<file path="src/hw/ovd_pkg.sv">
package ovd_pkg;

  // register index map on the plain register port
  localparam logic [7:0] ADDR_OV_CTRL      = 8'h6e;
  localparam logic [7:0] ADDR_SUPPLY       = 8'h70;
  localparam logic [7:0] ADDR_ELEC_TEMP    = 8'h71;
  localparam logic [7:0] ADDR_MOTOR_TEMP   = 8'h72;
  localparam logic [7:0] ADDR_REG_ERROR    = 8'h73;
  localparam logic [7:0] ADDR_REG_ERR_MAX  = 8'h74;
  localparam logic [7:0] ADDR_TORQUE_MAX   = 8'h75;
  localparam logic [7:0] ADDR_STATUS       = 8'h76;
  localparam logic [7:0] ADDR_STICKY       = 8'h77;
  localparam logic [7:0] ADDR_COND_SEL     = 8'h78;
  localparam logic [7:0] ADDR_CSTOP_SEL    = 8'h79;
  localparam logic [7:0] ADDR_HARDOFF_SEL  = 8'h7a;
  localparam logic [7:0] ADDR_MODE         = 8'h7b;
  localparam logic [7:0] ADDR_ERR_CODE     = 8'h7c;
  localparam logic [7:0] ADDR_LOCK_CURRENT = 8'h7d;

  // values after reset
  localparam logic [15:0] RST_OV_CTRL      = 16'h0000;
  localparam logic [15:0] RST_REG_ERR_MAX  = 16'h7fff;
  localparam logic [15:0] RST_TORQUE_MAX   = 16'h7fff;
  localparam logic [15:0] RST_COND_SEL     = 16'h0010;
  localparam logic [15:0] RST_MASK         = 16'h0000;
  localparam logic [15:0] RST_MODE         = 16'h0000;
  localparam logic [15:0] RST_LOCK_CURRENT = 16'h0100;

  // overvoltage control word fields
  localparam int OV_THR_LSB  = 0;
  localparam int OV_THR_W    = 10;
  localparam int OV_AUTO_BIT = 10;
  localparam int OV_ACT_LSB  = 12;

  // selection word fields
  localparam int SEL_A_LSB      = 0;
  localparam int SEL_B_LSB      = 4;
  localparam int SEL_FILTER_BIT = 8;

  // status word bit positions
  localparam int ST_FAIL    = 0;
  localparam int ST_COMM    = 1;
  localparam int ST_CURRENT = 2;
  localparam int ST_VOLTAGE = 3;
  localparam int ST_TEMP    = 4;
  localparam int ST_TORQUE  = 5;
  localparam int ST_LOCKED  = 6;
  localparam int ST_REGUL   = 7;
  localparam int ST_MOVING  = 8;
  localparam int ST_REVERSE = 9;
  localparam int ST_INPUT_A = 14;
  localparam int ST_INPUT_B = 15;

  // supply limits in 0.1 V, temperatures in degrees C
  localparam logic [15:0] SUPPLY_MIN_DV    = 16'h0064;
  localparam logic [15:0] SUPPLY_MAX_DV    = 16'h0226;
  localparam logic [15:0] DUMP_SPAN_DV     = 16'h0032;
  localparam logic [15:0] ELEC_TEMP_MAX_C  = 16'h0064;
  localparam logic [15:0] MOTOR_TEMP_MAX_C = 16'h0078;

  // timing
  localparam int CLK_HZ        = 50000000;
  localparam int PWM_FREQ_HZ   = 10000;
  localparam int PWM_PERIOD_CYC = CLK_HZ / PWM_FREQ_HZ;
  localparam int BLINK_MS      = 250;
  localparam int BLINK_CYC     = (CLK_HZ / 1000) * BLINK_MS;
  localparam int FILTER_LEN    = 4;
  localparam int BLINK_GAP     = 4;

  // operating mode codes written into the mode register on a trip
  localparam logic [15:0] MODE_QUICKSTOP = 16'h0002;
  localparam logic [15:0] MODE_SHUTDOWN  = 16'h0003;

  typedef enum logic [1:0] {
    TRIP_NONE  = 2'b00,
    TRIP_QSTOP = 2'b01,
    TRIP_SHUT  = 2'b10
  } ovd_trip_type;

endpackage

</file>
<file path="src/hw/ovd_dump_trip.sv">
// Functional notes
// - dump starts when supply exceeds threshold
// - dump pwm runs at fixed 10 kHz
// - duty linear over 5 V, saturates
// - threshold is 10-bit field, 0.1 V
// - zero threshold uses default maximum voltage
// - auto threshold bit may be ignored
// - action 1..4 picks output 1..4
// - overcurrent always trips shutdown
// - torque always clamped to settable maximum
// - supply voltage fault always trips shutdown
// - supply voltage always readable
// - overtemperature trips; both temperatures readable
// - current without motion sets locked bit
// - regulator error exposed, bit over maximum
// - live status follows its cause
// - sticky copy holds until software clears
// - two selected, filterable inputs in status
// - live and mask match enters failure
// - controlled stop: quickstop mode, steady green
// - hard off: current off, blink cause
// - error code top nibble is bit
`timescale 1ns/1ps
module ovd_dump_trip
  import ovd_pkg::*;
#(
  parameter int PWM_PERIOD = ovd_pkg::PWM_PERIOD_CYC,
  parameter int BLINK_DIV  = ovd_pkg::BLINK_CYC,
  parameter logic [15:0] DEFAULT_MAX_DV = 16'h01f4
) (
  input  wire logic        core_clk,
  input  wire logic        srst,
  input  wire logic [7:0]  reg_addr,
  input  wire logic [15:0] reg_wdata,
  input  wire logic        reg_wr,
  input  wire logic        reg_rd,
  output logic      [15:0] reg_rdata,
  input  wire logic [15:0] supply_dv,
  input  wire logic [15:0] elec_temp_c,
  input  wire logic [15:0] motor_temp_c,
  input  wire logic        overcurrent,
  input  wire logic        internal_fail,
  input  wire logic        comm_error,
  input  wire logic [15:0] motor_current,
  input  wire logic        shaft_moving,
  input  wire logic        shaft_reverse,
  input  wire logic [15:0] reg_actual,
  input  wire logic [15:0] reg_target,
  input  wire logic [15:0] torque_request,
  input  wire logic [7:0]  digital_in,
  output logic [15:0]      torque_command,
  output logic             motor_enable,
  output logic             quick_stop_req,
  output logic             digital_output_1,
  output logic             digital_output_2,
  output logic             digital_output_3,
  output logic             digital_output_4,
  output logic             led_green,
  output logic             led_red
);
  import ovd_pkg::*;

  logic [15:0]   ov_ctrl_reg;
  logic [15:0]   reg_err_max_reg;
  logic [15:0]   torque_max_reg;
  logic [15:0]   cond_sel_reg;
  logic [15:0]   cstop_sel_reg;
  logic [15:0]   hardoff_sel_reg;
  logic [15:0]   mode_reg;
  logic [15:0]   lock_current_reg;
  logic [15:0]   sticky_condition_word_reg;
  logic [15:0]   err_code_reg;
  logic [15:0]   torque_reg;
  logic [15:0]   rdata_reg;
  logic [3:0]    dump_reg;
  logic          motor_off_reg;
  logic [12:0]   pwm_cnt_reg;
  logic [12:0]   on_cyc;
  logic [15:0]   threshold;
  logic [15:0]   excess;
  logic          over_thr;
  logic          dump_full;
  logic [3:0]    action;
  logic          action_dump;
  logic [15:0]   reg_diff;
  logic [15:0]   live_status;
  logic [15:0]   forced_mask;
  logic [15:0]   hardoff_hit;
  logic [15:0]   cstop_hit;
  logic [15:0]   clr_mask;
  logic [15:0]   sticky_keep;
  logic          mode_wr;
  logic          torque_limiting;
  logic [FILTER_LEN-1:0] hist_a_reg;
  logic [FILTER_LEN-1:0] hist_b_reg;
  logic          filt_a_reg;
  logic          filt_b_reg;
  logic          raw_a;
  logic          raw_b;
  logic          in_a;
  logic          in_b;
  ovd_trip_type  trip_reg;
  ovd_trip_type  trip_next;
  logic [3:0]    cause_reg;
  logic [24:0]   blink_div_reg;
  logic          blink_tick;
  logic [5:0]    blink_step_reg;

  // lowest set bit index, used for both trip kinds
  function automatic logic [3:0] first_bit(input logic [15:0] v);
    logic [3:0] idx;
    idx = 4'h0;
    for (int i = 15; i >= 0; i--) begin
      if (v[i]) begin
        idx = 4'(i);
      end
    end
    return idx;
  endfunction

  // magnitude of a two's complement word
  function automatic logic [15:0] mag16(input logic [15:0] v);
    return v[15] ? 16'(-v) : v;
  endfunction

  assign mode_wr  = reg_wr && (reg_addr == ADDR_MODE);
  assign clr_mask = (reg_wr && (reg_addr == ADDR_STICKY)) ? reg_wdata : 16'h0000;

  // threshold select; auto bit left unused, feature not available
  assign threshold = (ov_ctrl_reg[OV_THR_LSB +: OV_THR_W] == 10'h000) ? DEFAULT_MAX_DV
                   : {6'h00, ov_ctrl_reg[OV_THR_LSB +: OV_THR_W]};
  assign over_thr    = supply_dv > threshold;
  assign excess      = over_thr ? 16'(supply_dv - threshold) : 16'h0000;
  assign dump_full   = excess >= DUMP_SPAN_DV;
  assign action      = ov_ctrl_reg[OV_ACT_LSB +: 4];
  assign action_dump = (action >= 4'h1) && (action <= 4'h4);

  // on-time grows by one span step per 0.1 V above threshold
  always_comb begin
    if (dump_full) begin
      on_cyc = 13'(PWM_PERIOD);
    end else begin
      on_cyc = 13'(excess * 16'(PWM_PERIOD / 50));
    end
  end

  // free running pwm period counter, independent of supply
  always_ff @(posedge core_clk) begin
    if (srst) begin
      pwm_cnt_reg <= 13'h0000;
    end else if (pwm_cnt_reg == 13'(PWM_PERIOD - 1)) begin
      pwm_cnt_reg <= 13'h0000;
    end else begin
      pwm_cnt_reg <= pwm_cnt_reg + 13'h0001;
    end
  end

  // dump drive routed to the chosen output, off otherwise
  always_ff @(posedge core_clk) begin
    if (srst) begin
      dump_reg <= 4'h0;
    end else if (over_thr && action_dump && (pwm_cnt_reg < on_cyc)) begin
      dump_reg <= 4'(4'h1 << (action - 4'h1));
    end else begin
      dump_reg <= 4'h0;
    end
  end

  // action zero: motor switched off while the supply is too high
  always_ff @(posedge core_clk) begin
    if (srst) begin
      motor_off_reg <= 1'b0;
    end else begin
      motor_off_reg <= over_thr && (action == 4'h0);
    end
  end

  assign digital_output_1 = dump_reg[0];
  assign digital_output_2 = dump_reg[1];
  assign digital_output_3 = dump_reg[2];
  assign digital_output_4 = dump_reg[3];

  // torque clamp, signed request against unsigned maximum
  always_comb begin
    torque_limiting = 1'b0;
    if (!torque_request[15] && (torque_request > torque_max_reg)) begin
      torque_limiting = 1'b1;
    end else if (torque_request[15] && (mag16(torque_request) > torque_max_reg)) begin
      torque_limiting = 1'b1;
    end
  end

  always_ff @(posedge core_clk) begin
    if (srst) begin
      torque_reg <= 16'h0000;
    end else if (!torque_limiting) begin
      torque_reg <= torque_request;
    end else if (torque_request[15]) begin
      torque_reg <= 16'(-torque_max_reg);
    end else begin
      torque_reg <= torque_max_reg;
    end
  end
  assign torque_command = (trip_reg == TRIP_SHUT) ? 16'h0000 : torque_reg;

  // input select; filter needs the level stable for a few cycles
  assign raw_a = digital_in[cond_sel_reg[SEL_A_LSB +: 3]];
  assign raw_b = digital_in[cond_sel_reg[SEL_B_LSB +: 3]];

  always_ff @(posedge core_clk) begin
    if (srst) begin
      hist_a_reg <= '0;
      hist_b_reg <= '0;
      filt_a_reg <= 1'b0;
      filt_b_reg <= 1'b0;
    end else begin
      hist_a_reg <= {hist_a_reg[FILTER_LEN-2:0], raw_a};
      hist_b_reg <= {hist_b_reg[FILTER_LEN-2:0], raw_b};
      if (&hist_a_reg) filt_a_reg <= 1'b1;
      if (~|hist_a_reg) filt_a_reg <= 1'b0;
      if (&hist_b_reg) filt_b_reg <= 1'b1;
      if (~|hist_b_reg) filt_b_reg <= 1'b0;
    end
  end
  assign in_a = cond_sel_reg[SEL_FILTER_BIT] ? filt_a_reg : raw_a;
  assign in_b = cond_sel_reg[SEL_FILTER_BIT] ? filt_b_reg : raw_b;

  assign reg_diff = 16'(reg_actual - reg_target);

  // live status: pure function of present causes, except filtered input bits, which come from the registered filter
  always_comb begin
    live_status             = 16'h0000;
    live_status[ST_FAIL]    = internal_fail;
    live_status[ST_COMM]    = comm_error;
    live_status[ST_CURRENT] = overcurrent;
    live_status[ST_VOLTAGE] = (supply_dv < SUPPLY_MIN_DV) || (supply_dv > SUPPLY_MAX_DV);
    live_status[ST_TEMP]    = (elec_temp_c > ELEC_TEMP_MAX_C) || (motor_temp_c > MOTOR_TEMP_MAX_C);
    live_status[ST_TORQUE]  = torque_limiting;
    live_status[ST_LOCKED]  = (mag16(motor_current) > lock_current_reg) && !shaft_moving;
    live_status[ST_REGUL]   = mag16(reg_diff) > reg_err_max_reg;
    live_status[ST_MOVING]  = shaft_moving;
    live_status[ST_REVERSE] = shaft_reverse;
    live_status[ST_INPUT_A] = in_a;
    live_status[ST_INPUT_B] = in_b;
  end

  // current, voltage and temperature trip regardless of any mask
  always_comb begin
    forced_mask             = 16'h0000;
    forced_mask[ST_CURRENT] = 1'b1;
    forced_mask[ST_VOLTAGE] = 1'b1;
    forced_mask[ST_TEMP]    = 1'b1;
  end
  assign hardoff_hit = live_status & (hardoff_sel_reg | forced_mask);
  assign cstop_hit   = live_status & cstop_sel_reg;

  // sticky word: new events win over a clear in the same cycle
  assign sticky_keep = sticky_condition_word_reg & ~clr_mask;
  always_ff @(posedge core_clk) begin
    if (srst) begin
      sticky_condition_word_reg <= 16'h0000;
    end else begin
      sticky_condition_word_reg <= sticky_keep | live_status;
    end
  end

  // hard off outranks controlled stop and a mode write; else a mode write releases the trip
  always_comb begin
    trip_next = trip_reg;
    if (|hardoff_hit) begin
      trip_next = TRIP_SHUT;
    end else if (mode_wr) begin
      trip_next = TRIP_NONE;
    end else if ((|cstop_hit) && (trip_reg == TRIP_NONE)) begin
      trip_next = TRIP_QSTOP;
    end
  end

  always_ff @(posedge core_clk) begin
    if (srst) begin
      trip_reg <= TRIP_NONE;
    end else begin
      trip_reg <= trip_next;
    end
  end

  // cause and error code captured on entry to a trip
  always_ff @(posedge core_clk) begin
    if (srst) begin
      cause_reg    <= 4'h0;
      err_code_reg <= 16'h0000;
    end else if ((trip_next == TRIP_SHUT) && (trip_reg != TRIP_SHUT)) begin
      cause_reg    <= first_bit(hardoff_hit);
      err_code_reg <= {first_bit(hardoff_hit), 12'h001};
    end else if ((trip_next == TRIP_QSTOP) && (trip_reg == TRIP_NONE)) begin
      cause_reg    <= first_bit(cstop_hit);
      err_code_reg <= {first_bit(cstop_hit), 12'h001};
    end
  end

  assign motor_enable   = (trip_reg != TRIP_SHUT) && !motor_off_reg;
  assign quick_stop_req = (trip_reg == TRIP_QSTOP);

  // blink tick divider, slow rate kept as an enable
  always_ff @(posedge core_clk) begin
    if (srst || (blink_div_reg == 25'(BLINK_DIV - 1))) begin
      blink_div_reg <= 25'h0000000;
    end else begin
      blink_div_reg <= blink_div_reg + 25'h0000001;
    end
  end
  assign blink_tick = (blink_div_reg == 25'(BLINK_DIV - 1));

  // blink cause+1 flashes, then a dark gap, then repeat
  always_ff @(posedge core_clk) begin
    if (srst || (trip_reg != TRIP_SHUT)) begin
      blink_step_reg <= 6'h00;
    end else if (blink_tick) begin
      if (blink_step_reg >= 6'({cause_reg, 1'b0} + 6'd2 + 6'(BLINK_GAP) - 6'd1)) begin
        blink_step_reg <= 6'h00;
      end else begin
        blink_step_reg <= blink_step_reg + 6'h01;
      end
    end
  end

  always_ff @(posedge core_clk) begin
    if (srst) begin
      led_green <= 1'b0;
      led_red   <= 1'b0;
    end else begin
      led_green <= (trip_reg != TRIP_SHUT);
      led_red   <= (trip_reg == TRIP_SHUT) && !blink_step_reg[0]
                   && (blink_step_reg < 6'({cause_reg, 1'b0} + 6'd2));
    end
  end

  // software writable registers; a trip overrides the mode word
  always_ff @(posedge core_clk) begin
    if (srst) begin
      ov_ctrl_reg      <= RST_OV_CTRL;
      reg_err_max_reg  <= RST_REG_ERR_MAX;
      torque_max_reg   <= RST_TORQUE_MAX;
      cond_sel_reg     <= RST_COND_SEL;
      cstop_sel_reg    <= RST_MASK;
      hardoff_sel_reg  <= RST_MASK;
      lock_current_reg <= RST_LOCK_CURRENT;
    end else if (reg_wr) begin
      unique case (reg_addr)
        ADDR_OV_CTRL:      ov_ctrl_reg      <= reg_wdata;
        ADDR_REG_ERR_MAX:  reg_err_max_reg  <= reg_wdata;
        ADDR_TORQUE_MAX:   torque_max_reg   <= {1'b0, reg_wdata[14:0]};
        ADDR_COND_SEL:     cond_sel_reg     <= reg_wdata;
        ADDR_CSTOP_SEL:    cstop_sel_reg    <= reg_wdata;
        ADDR_HARDOFF_SEL:  hardoff_sel_reg  <= reg_wdata;
        ADDR_LOCK_CURRENT: lock_current_reg <= reg_wdata;
        default: ;
      endcase
    end
  end

  always_ff @(posedge core_clk) begin
    if (srst) begin
      mode_reg <= RST_MODE;
    end else if ((trip_next == TRIP_SHUT) && (trip_reg != TRIP_SHUT)) begin
      mode_reg <= MODE_SHUTDOWN;
    end else if ((trip_next == TRIP_QSTOP) && (trip_reg == TRIP_NONE)) begin
      mode_reg <= MODE_QUICKSTOP;
    end else if (mode_wr) begin
      // a live unmaskable fault keeps the shutdown code over any write
      mode_reg <= (trip_next == TRIP_SHUT) ? MODE_SHUTDOWN : reg_wdata;
    end
  end

  // read data stands one cycle after the strobe; unmapped reads zero
  always_ff @(posedge core_clk) begin
    if (srst) begin
      rdata_reg <= 16'h0000;
    end else if (reg_rd) begin
      unique case (reg_addr)
        ADDR_OV_CTRL:      rdata_reg <= ov_ctrl_reg;
        ADDR_SUPPLY:       rdata_reg <= supply_dv;
        ADDR_ELEC_TEMP:    rdata_reg <= elec_temp_c;
        ADDR_MOTOR_TEMP:   rdata_reg <= motor_temp_c;
        ADDR_REG_ERROR:    rdata_reg <= reg_diff;
        ADDR_REG_ERR_MAX:  rdata_reg <= reg_err_max_reg;
        ADDR_TORQUE_MAX:   rdata_reg <= torque_max_reg;
        ADDR_STATUS:       rdata_reg <= live_status;
        ADDR_STICKY:       rdata_reg <= sticky_condition_word_reg;
        ADDR_COND_SEL:     rdata_reg <= cond_sel_reg;
        ADDR_CSTOP_SEL:    rdata_reg <= cstop_sel_reg;
        ADDR_HARDOFF_SEL:  rdata_reg <= hardoff_sel_reg;
        ADDR_MODE:         rdata_reg <= mode_reg;
        ADDR_ERR_CODE:     rdata_reg <= err_code_reg;
        ADDR_LOCK_CURRENT: rdata_reg <= lock_current_reg;
        default:           rdata_reg <= 16'h0000;
      endcase
    end else begin
      rdata_reg <= 16'h0000;
    end
  end
  assign reg_rdata = rdata_reg;
endmodule // ovd_dump_trip

</file>
<file path="config.mk">
export PLATFORM = sky130hd
export DESIGN_NAME = ovd_dump_trip
export DESIGN_NICKNAME = d
export VERILOG_FILES = /design/src/hw/ovd_pkg.sv /design/src/hw/ovd_dump_trip.sv
export SDC_FILE = /design/constraint.sdc
export NUM_CORES = 1
export LEC_CHECK = 0
export BUFFER_PORTS_ARGS = -buffer_cell sky130_fd_sc_hd__buf_4
export CAP_MARGIN = 30
export CORE_UTILIZATION = 40
export DETAILED_ROUTE_END_ITERATION = 12
export GPL_TIMING_DRIVEN = 0
export PLACE_DENSITY = 0.66
export SYNTH_ARGS = -nofsm -noshare
export SYNTH_HDL_FRONTEND = slang
export SYNTH_SLANG_ARGS = --single-unit
</file>
<file path="constraint.sdc">
create_clock -name core_clk -period 9.9 [get_ports core_clk]
set_clock_uncertainty 0.2 [all_clocks]
set_input_delay 1.98 -clock core_clk [delete_from_list [all_inputs] [get_ports core_clk]]
set_output_delay 1.98 -clock core_clk [all_outputs]
set_load 0.01 [all_outputs]
</file>
### Yosys cells after proc, flatten, opt, wreduce, memory -nomap -nowiden

Cells that the tools add are included.

* mux-type cells: 63
* reduce and logical (&&, ||, !) cells: 47
* bitwise operators: 9
* equal/unequal tests: 22
* multiply operators: 1
* add/sub/neg operators: 13
* order comparisons: 17
* shift-type cells: 1

Operator list (number)
* $pmux W16 S15: 1
* $mux W16: 11
* $mux W4: 34
* $eq A8 B7 Y1 const B: 15
* $and A16 B16 Y16: 3
* $neg A16 Y16: 3
* $gt A16 B15 Y1: 2
* $gt A16 B16 Y1: 2
* $gt A16 B7 Y1 const B: 2
* $reduce_or A16 Y1: 2
* $add A25 B1 Y25 const B: 1
* $eq A25 B24 Y1 const B: 1
* $ge A16 B6 Y1 const B: 1
* $gt A16 B10 Y1: 1
* $gt A16 B10 Y1 const B: 1
* $lt A16 B7 Y1 const B: 1
* $mul A16 B5 Y11 const B: 1
* $neg A15 Y16: 1
* $not A16 Y16: 1
* $or A16 B16 Y16: 1
* $sub A16 B10 Y16: 1
* $sub A16 B16 Y16: 1
* $logic_and A1 B1 Y1: 15
* $reduce_and A2 Y1: 7
* 35 further kinds: 64

* output and inout port bits: 40
* bits of input ports: 153
* flip-flop bits (word level): 247

### Depth between registers and ports, before layout

* depth in word-level cells: 25
* gate-level depth with buffers: 32
* depth with buffers taken out: 30

### Worst setup path before layout

Ideal clock, no wire load.

* kind: input to register
* start point: input port supply_dv[0]
* end point: register dump_reg[2]
* data required time: 9.604 ns
* setup time: 0.096 ns
* arrival: 7.280 ns
* path slack: 2.324 ns
* cell stages on the path: 31
* buffers on the path: 1
* cells stage by stage: inv_1 -> ha_1 -> inv_1 -> fa_1 -> nand3_1 -> a21boi_0 -> o21ai_0 -> nand3_1 -> a21o_1 -> clkbuf_1 -> inv_1 -> nor3_1 -> ha_1 -> ha_1 -> inv_1 -> fa_1 -> inv_1 -> ha_1 -> inv_1 -> o21bai_1 -> a21o_1 -> a21oi_1 -> xnor2_1 -> xnor2_1 -> nor3_1 -> ha_1 -> nand4_1 -> nor3_1 -> or4_1 -> a21oi_1 -> nor4b_1

* cells in the longest elaborated chain, start to end: 8
* elaborated cells between the ends (all ways): 11
* those cells by class: add/sub (1); mul (1); order compare (3); mux (2); bitwise (1); reduce/logical (3)

Ends and longest elaborated chain
* from (decl): line ovd_dump_trip.sv:38 `input wire logic [15:0] supply_dv,`
* $sub A16 B10 Y16 / $gt A16 B10 Y1 (equally long branches): line ovd_dump_trip.sv:133, ovd_dump_trip.sv:132
* $mux W16: line ovd_dump_trip.sv:133 `assign excess = over_thr ? 16'(supply_dv - threshold) : 16'h0000;`
* $mul A16 B5 Y11 / $ge A16 B6 Y1 (equally long branches): line ovd_dump_trip.sv:143, ovd_dump_trip.sv:134
* $mux W13: line ovd_dump_trip.sv:140 `if (dump_full) begin`
* $lt A13 B13 Y1: line ovd_dump_trip.sv:162 `end else if (over_thr && action_dump && (pwm_cnt_reg < on_cyc)) begin`
* $logic_and A1 B1 Y1 (*): line ovd_dump_trip.sv:162
* $not A1 Y1 (no line) (*)
* $reduce_or A2 Y1 (no line) (*)
* to (signal assigned): line ovd_dump_trip.sv:163 `dump_reg <= 4'(4'h1 << (action - 4'h1));`
* to (decl): line ovd_dump_trip.sv:75 `logic [3:0] dump_reg;`

Mark *: on every way between the ends. The rest lies on a longest branch, timed or not.
A chain may end at the register's enable or synchronous reset.

### Worst setup path after layout

* start point: register ov_ctrl_reg[8]
* end point: register dump_reg[2]

* cells in the longest elaborated chain, start to end: 10
* elaborated cells between the ends (all ways): 13
* those cells by class: add/sub (1); mul (1); order compare (3); mux (3); bitwise (1); reduce/logical (4)

Ends and longest elaborated chain
* from (decl): line ovd_dump_trip.sv:63 `logic [15:0] ov_ctrl_reg;`
* from (signal assigned): line ovd_dump_trip.sv:350 `ADDR_OV_CTRL: ov_ctrl_reg <= reg_wdata;`
* $logic_not A10 Y1: line ovd_dump_trip.sv:130 `assign threshold = (ov_ctrl_reg[OV_THR_LSB +: OV_THR_W] == 10'h000) ? DEFAULT_MAX_DV`
* $mux W10 (*): line ovd_dump_trip.sv:130
* $sub A16 B10 Y16 / $gt A16 B10 Y1 (equally long branches): line ovd_dump_trip.sv:133, ovd_dump_trip.sv:132
* $mux W16: line ovd_dump_trip.sv:133
* $mul A16 B5 Y11 / $ge A16 B6 Y1 (equally long branches): line ovd_dump_trip.sv:143, ovd_dump_trip.sv:134
* $mux W13: line ovd_dump_trip.sv:140
* $lt A13 B13 Y1: line ovd_dump_trip.sv:162
* $logic_and A1 B1 Y1 (*): line ovd_dump_trip.sv:162
* $not A1 Y1 (no line) (*)
* $reduce_or A2 Y1 (no line) (*)

Marked as above.

==> results_tabular.tex <==
\begin{tabular}{lr}
\hline
Metric & Value \\
\hline
\multicolumn{2}{l}{\textbf{Outcome}} \\
\quad Run status & completed \\
\multicolumn{2}{l}{\textbf{Global route}} \\
\quad Met1 capacity usage during global routing & 41.45\% \\
\quad Overflow after GRT & 0 \\
\quad Met2 Resource Use GR & 47.13\% \\
\quad Fraction of met3 tracks used by global routing & 6.332\% \\
\quad Overall fraction of global-route tracks in use & 30.55\% \\
\quad Initial antenna violation count & 3 \\
\quad Pin count of the biggest net entering global routing & 15 \\
\quad Via count of the first global-routing pass & 15970 \\
\quad Global-route wire length before repair & 96810 um \\
\quad Most crowded layer after global routing & met2 \\
\multicolumn{2}{l}{\textbf{Logic synthesis}} \\
\quad Count of warnings emitted by yosys & 0 \\
\quad Post-synth top flop & dfxtp\_1 \\
\quad Number of synthesized flops with an enable pin & 0 \\
\quad Unique masters post-synth & 88 \\
\quad Register area share after synthesis & 29.63\% \\
\quad Yosys top cell by area & dfxtp\_1 \\
\quad Mean area per synthesized cell & 7.781 sq um \\
\quad Synthesized area & 16420 sq um \\
\quad Number of nets produced by synthesis & 2413 \\
\quad Share of synthesized flip-flops with an asynchronous set or reset & 0\% \\
\quad Top cells by area, synth & dfxtp\_1, ha\_1, nand2\_1, a21oi\_1, xnor2\_1 \\
\quad Proportion of netlist area held by the largest area contributor & 29.63\% \\
\quad Most common cell in the netlist & nand2\_1 \\
\quad Top cells by count, synth & nand2\_1, dfxtp\_1, a21oi\_1 \\
\quad Number of instances in the synthesized netlist & 2110 \\
\quad Flip-flop and latch count after synthesis & 243 \\
\multicolumn{2}{l}{\textbf{Place}} \\
\quad Estimated wirelength of the detail-placed design & 51650 um \\
\quad I/O Buffers & 171 \\
\quad Final GP Congestion & 1.053 \\
\multicolumn{2}{l}{\textbf{Pwr}} \\
\quad Design Power & 2.614 mW \\
\quad Share of power burned in registers & 38.3\% \\
\quad Total power density per cell area & 135.2 nW/um\^{}2 \\
\quad Comb power frac & 19.9\% \\
\quad Fraction of power spent switching nets & 29.54\% \\
\quad Static Leakage & 7.765 nW \\
\quad Internal & 1.842 mW \\
\quad Share of total power in the clock network & 41.9\% \\
\quad Net Sw Power & 0.7721 mW \\
\quad Worst vdd rail ir drop & 0.1028 mV \\
\multicolumn{2}{l}{\textbf{Critical path}} \\
\quad Arrival time at the worst endpoint & 8.67 ns \\
\quad Cell family with most CP delay & simple AND/OR/NAND/NOR gates \\
\quad Longest individual stage delay on the worst path & 0.75 ns \\
\quad Maximum fanout along the worst path & 10 \\
\quad Cell repeated most along the worst path & ha\_1 \\
\quad Critical Path Start & ov\_ctrl\_reg[8]\$\_SDFFE\_PP0P\_ \\
\quad Worst path required time & 10.16 ns \\
\quad FF-to-FF End & dump\_reg[2]\$\_SDFF\_PP0\_ \\
\quad Category of the worst setup path launch point & flop \\
\quad Number of buffer and inverter instances along the worst setup path & 6 \\
\quad Sort of element at the end of the critical path & flop \\
\quad R2r startpoint & ov\_ctrl\_reg[8]\$\_SDFFE\_PP0P\_ \\
\quad Depth of the worst register-to-register path & 32 \\
\quad Critical setup path kind & reg -> reg \\
\quad R2r setup slk & 1.49 ns \\
\quad Slowest cell on the critical path & nor4\_1 \\
\multicolumn{2}{l}{\textbf{Timing}} \\
\quad Final critical path time including I/O delays and setup & 8.405 ns \\
\quad Pins over their slew limit & 0 \\
\quad Post-route clock period utilization & 84.90\% \\
\quad RSZ-0062 raised after global routing & false \\
\quad Hold violation total from the final report & 0 \\
\quad Aggregate negative setup slack & 0 ns \\
\quad Final Setup Violations & 0 \\
\quad Worst-margin pin slew & 1.174 ns \\
\quad Max\_slew headroom & 21.73\% \\
\quad FMAX & 119.0 MHz \\
\multicolumn{2}{l}{\textbf{Floorplanning}} \\
\quad IO Count & 193 \\
\quad Area of the die & 41860 sq um \\
\quad Starting utilization of the core area & 40.95\% \\
\quad Die width & 204.6 um \\
\quad Core footprint & 40100 sq um \\
\quad Site Rows & 73 \\
\quad Die height & 204.6 um \\
\multicolumn{2}{l}{\textbf{Drt}} \\
\quad WL per Instance & 23.00 um \\
\quad Post-route DRC & 0 \\
\quad Number of optimization iterations in the first detailed-route pass & 10 \\
\quad Via count of the routed design & 17170 \\
\quad Detailed router's first-iteration violation count & 2328 \\
\quad Via density per instance & 6.002 \\
\quad DRT antenna net count & 0 \\
\quad Routed WL & 65790 um \\
\multicolumn{2}{l}{\textbf{Hold path}} \\
\quad Hold worst-path end & sticky\_condition\_word\_reg[13]\$\_SDFF\_PP0\_ \\
\quad Launch point of the worst hold path & sticky\_condition\_word\_reg[13]\$\_SDFF\_PP0\_ \\
\quad Class of the most critical hold timing path & reg -> reg \\
\quad Worst Hold Path Cells & 2 \\
\multicolumn{2}{l}{\textbf{Clock tree}} \\
\quad Library cell used as clock root buffer & clkbuf\_16 \\
\quad H-tree levels & 1 \\
\quad Total clock buffers created by CTS & 28 \\
\quad Clk sinks & 243 \\
\quad Clock latency on the worst-skew pair & 0.59 ns \\
\quad Maximum buffer depth of the clock tree & 3 \\
\quad Cells resized by post-CTS repair & 0 \\
\quad TritonCTS clock tree & built \\
\quad CTS clock-pin slew for the worst setup and hold paths & 0.06 ns \\
\quad Post-CTS setup buffer count & 0 \\
\quad \# hold bufs at CTS & 0 \\
\multicolumn{2}{l}{\textbf{Layout}} \\
\quad Final net count & 2617 \\
\quad Area Overhead vs Synth & 17.77\% \\
\quad Utilization of the core after routing & 48.22\% \\
\quad Number of flip-flops under the largest register name & 25 \\
\quad Number of inserted diodes & 0 \\
\quad Fraction of layout instances using a drive strength above 1 & 11.52\% \\
\multicolumn{2}{l}{\textbf{Run}} \\
\quad Max cap viols & 0 \\
\hline
\end{tabular}
==> worst max-delay path by stage <==
| stage | to | slack [ns] | depth (start not counted) |
|---|---|---|---|
| 5_1_grt | dump_reg[2]$_SDFF_PP0_ | 0.73 | 32 |
| 4_1_cts | dump_reg[2]$_SDFF_PP0_ | 1.57 | 32 |
| 3_5_place_dp | dump_reg[2]$_SDFF_PP0_ | 1.24 | 32 |
| 3_3_place_gp | dump_reg[2]$_SDFF_PP0_ | 1.19 | 32 |
| 2_1_floorplan | dump_reg[2]$_SDFF_PP0_ | 2.32 | 31 |
| 6_report | dump_reg[2]$_SDFF_PP0_ | 1.49 | 32 |
==> final cells by class <==
cell class	instances	area [sq um]
fill	3914	20760
multi-input combinational	1633	10650
sequential	243	4865
timing repair buffer	174	1301
clock buffer	39	792.0
tap	525	656.9
inverter	122	457.9
buffer	112	444.2
clock inverter	13	167.7
==> cells in the final DEF (no fill, tap or decap), types with 12 or more instances in the layout <==
cell | Yosys | layout
a222oi_1 | 21 | 21
buf_4 | 1 | 173
ha_1 | 143 | 143
o21ai_0 | 62 | 62
o21a_1 | 13 | 13
nand4_1 | 30 | 30
a221oi_1 | 22 | 22
clkbuf_16 | 0 | 28
o31ai_1 | 15 | 15
nor4_1 | 16 | 16
a21o_1 | 19 | 19
nand2b_1 | 19 | 19
xor2_1 | 46 | 46
inv_1 | 121 | 121
clkbuf_1 | 101 | 107
nor2b_1 | 25 | 25
nand2_1 | 321 | 321
nor3_1 | 46 | 46
a22o_1 | 12 | 12
a22oi_1 | 32 | 32
and3_1 | 16 | 16
or4_1 | 14 | 14
a211oi_1 | 13 | 13
dfxtp_1 | 243 | 243
and2_1 | 31 | 31
xnor2_1 | 74 | 74
nand3_1 | 111 | 111
nor2_1 | 158 | 158
o211ai_1 | 23 | 23
a31oi_1 | 15 | 15
a21oi_1 | 177 | 177
==> kinds of logic after synthesis <==
group                      count (synthesis)  share of synthesized area [%]
and+or+nand+nor                          833                          23.85
buffers and inverters                    234                          5.495
AOI/OAI and AO/OA                        508                          21.03
adders and majority gates                150                          11.75
xor gates and xnor gates                 120                          6.401
DFF                                      243                          29.63
muxes                                     22                          1.844
==> per-layer routing <==
layer,routed length (um),vias up
li1,-,7928
met1,27410,8131
met2,28380,925
met3,6980,185
met4,2990,4
met5,24,-
==> metrics by stage <==
| step | cells | instance area [sq um] | worst slack [ns] | hold slack (ns) |
|---|---|---|---|---|
| finish | 2861 | 19340 | 1.495 | 0.2458 |
| global route | 2861 | 19340 | 0.7323 | 0.2524 |
| CTS | 2861 | 19340 | 1.569 | 0.2453 |
| detailed placement | 2809 | 18380 | 1.242 | 0.2342 |
| global placement | 2806 | 18360 | 1.186 | 0.2274 |
| floorplan | 2110 | 16420 | 2.324 | 0.2175 |
==> tightest hold or removal path, stage by stage (launching register included) <==
cell and delay [ns]:
dfxtp_1 0.31, nand2_1 0.06, a21oi_1 0.03
==> power by group through the flow <==
| stage | Combinational (mW) | Sequential, mW | Clock [mW] |
|---|---|---|---|
| 2_1_floorplan | 0.333 | 1.02 | 0 |
| 3_3_place_gp | 0.500 | 1.02 | 0 |
| 3_5_place_dp | 0.511 | 1.02 | 0 |
| 4_1_cts | 0.515 | 1.00 | 1.10 |
| 5_1_grt | 0.567 | 1.00 | 1.14 |
| 6_report | 0.520 | 1.00 | 1.09 |
Note: power is estimated with default switching activity, not from simulation.
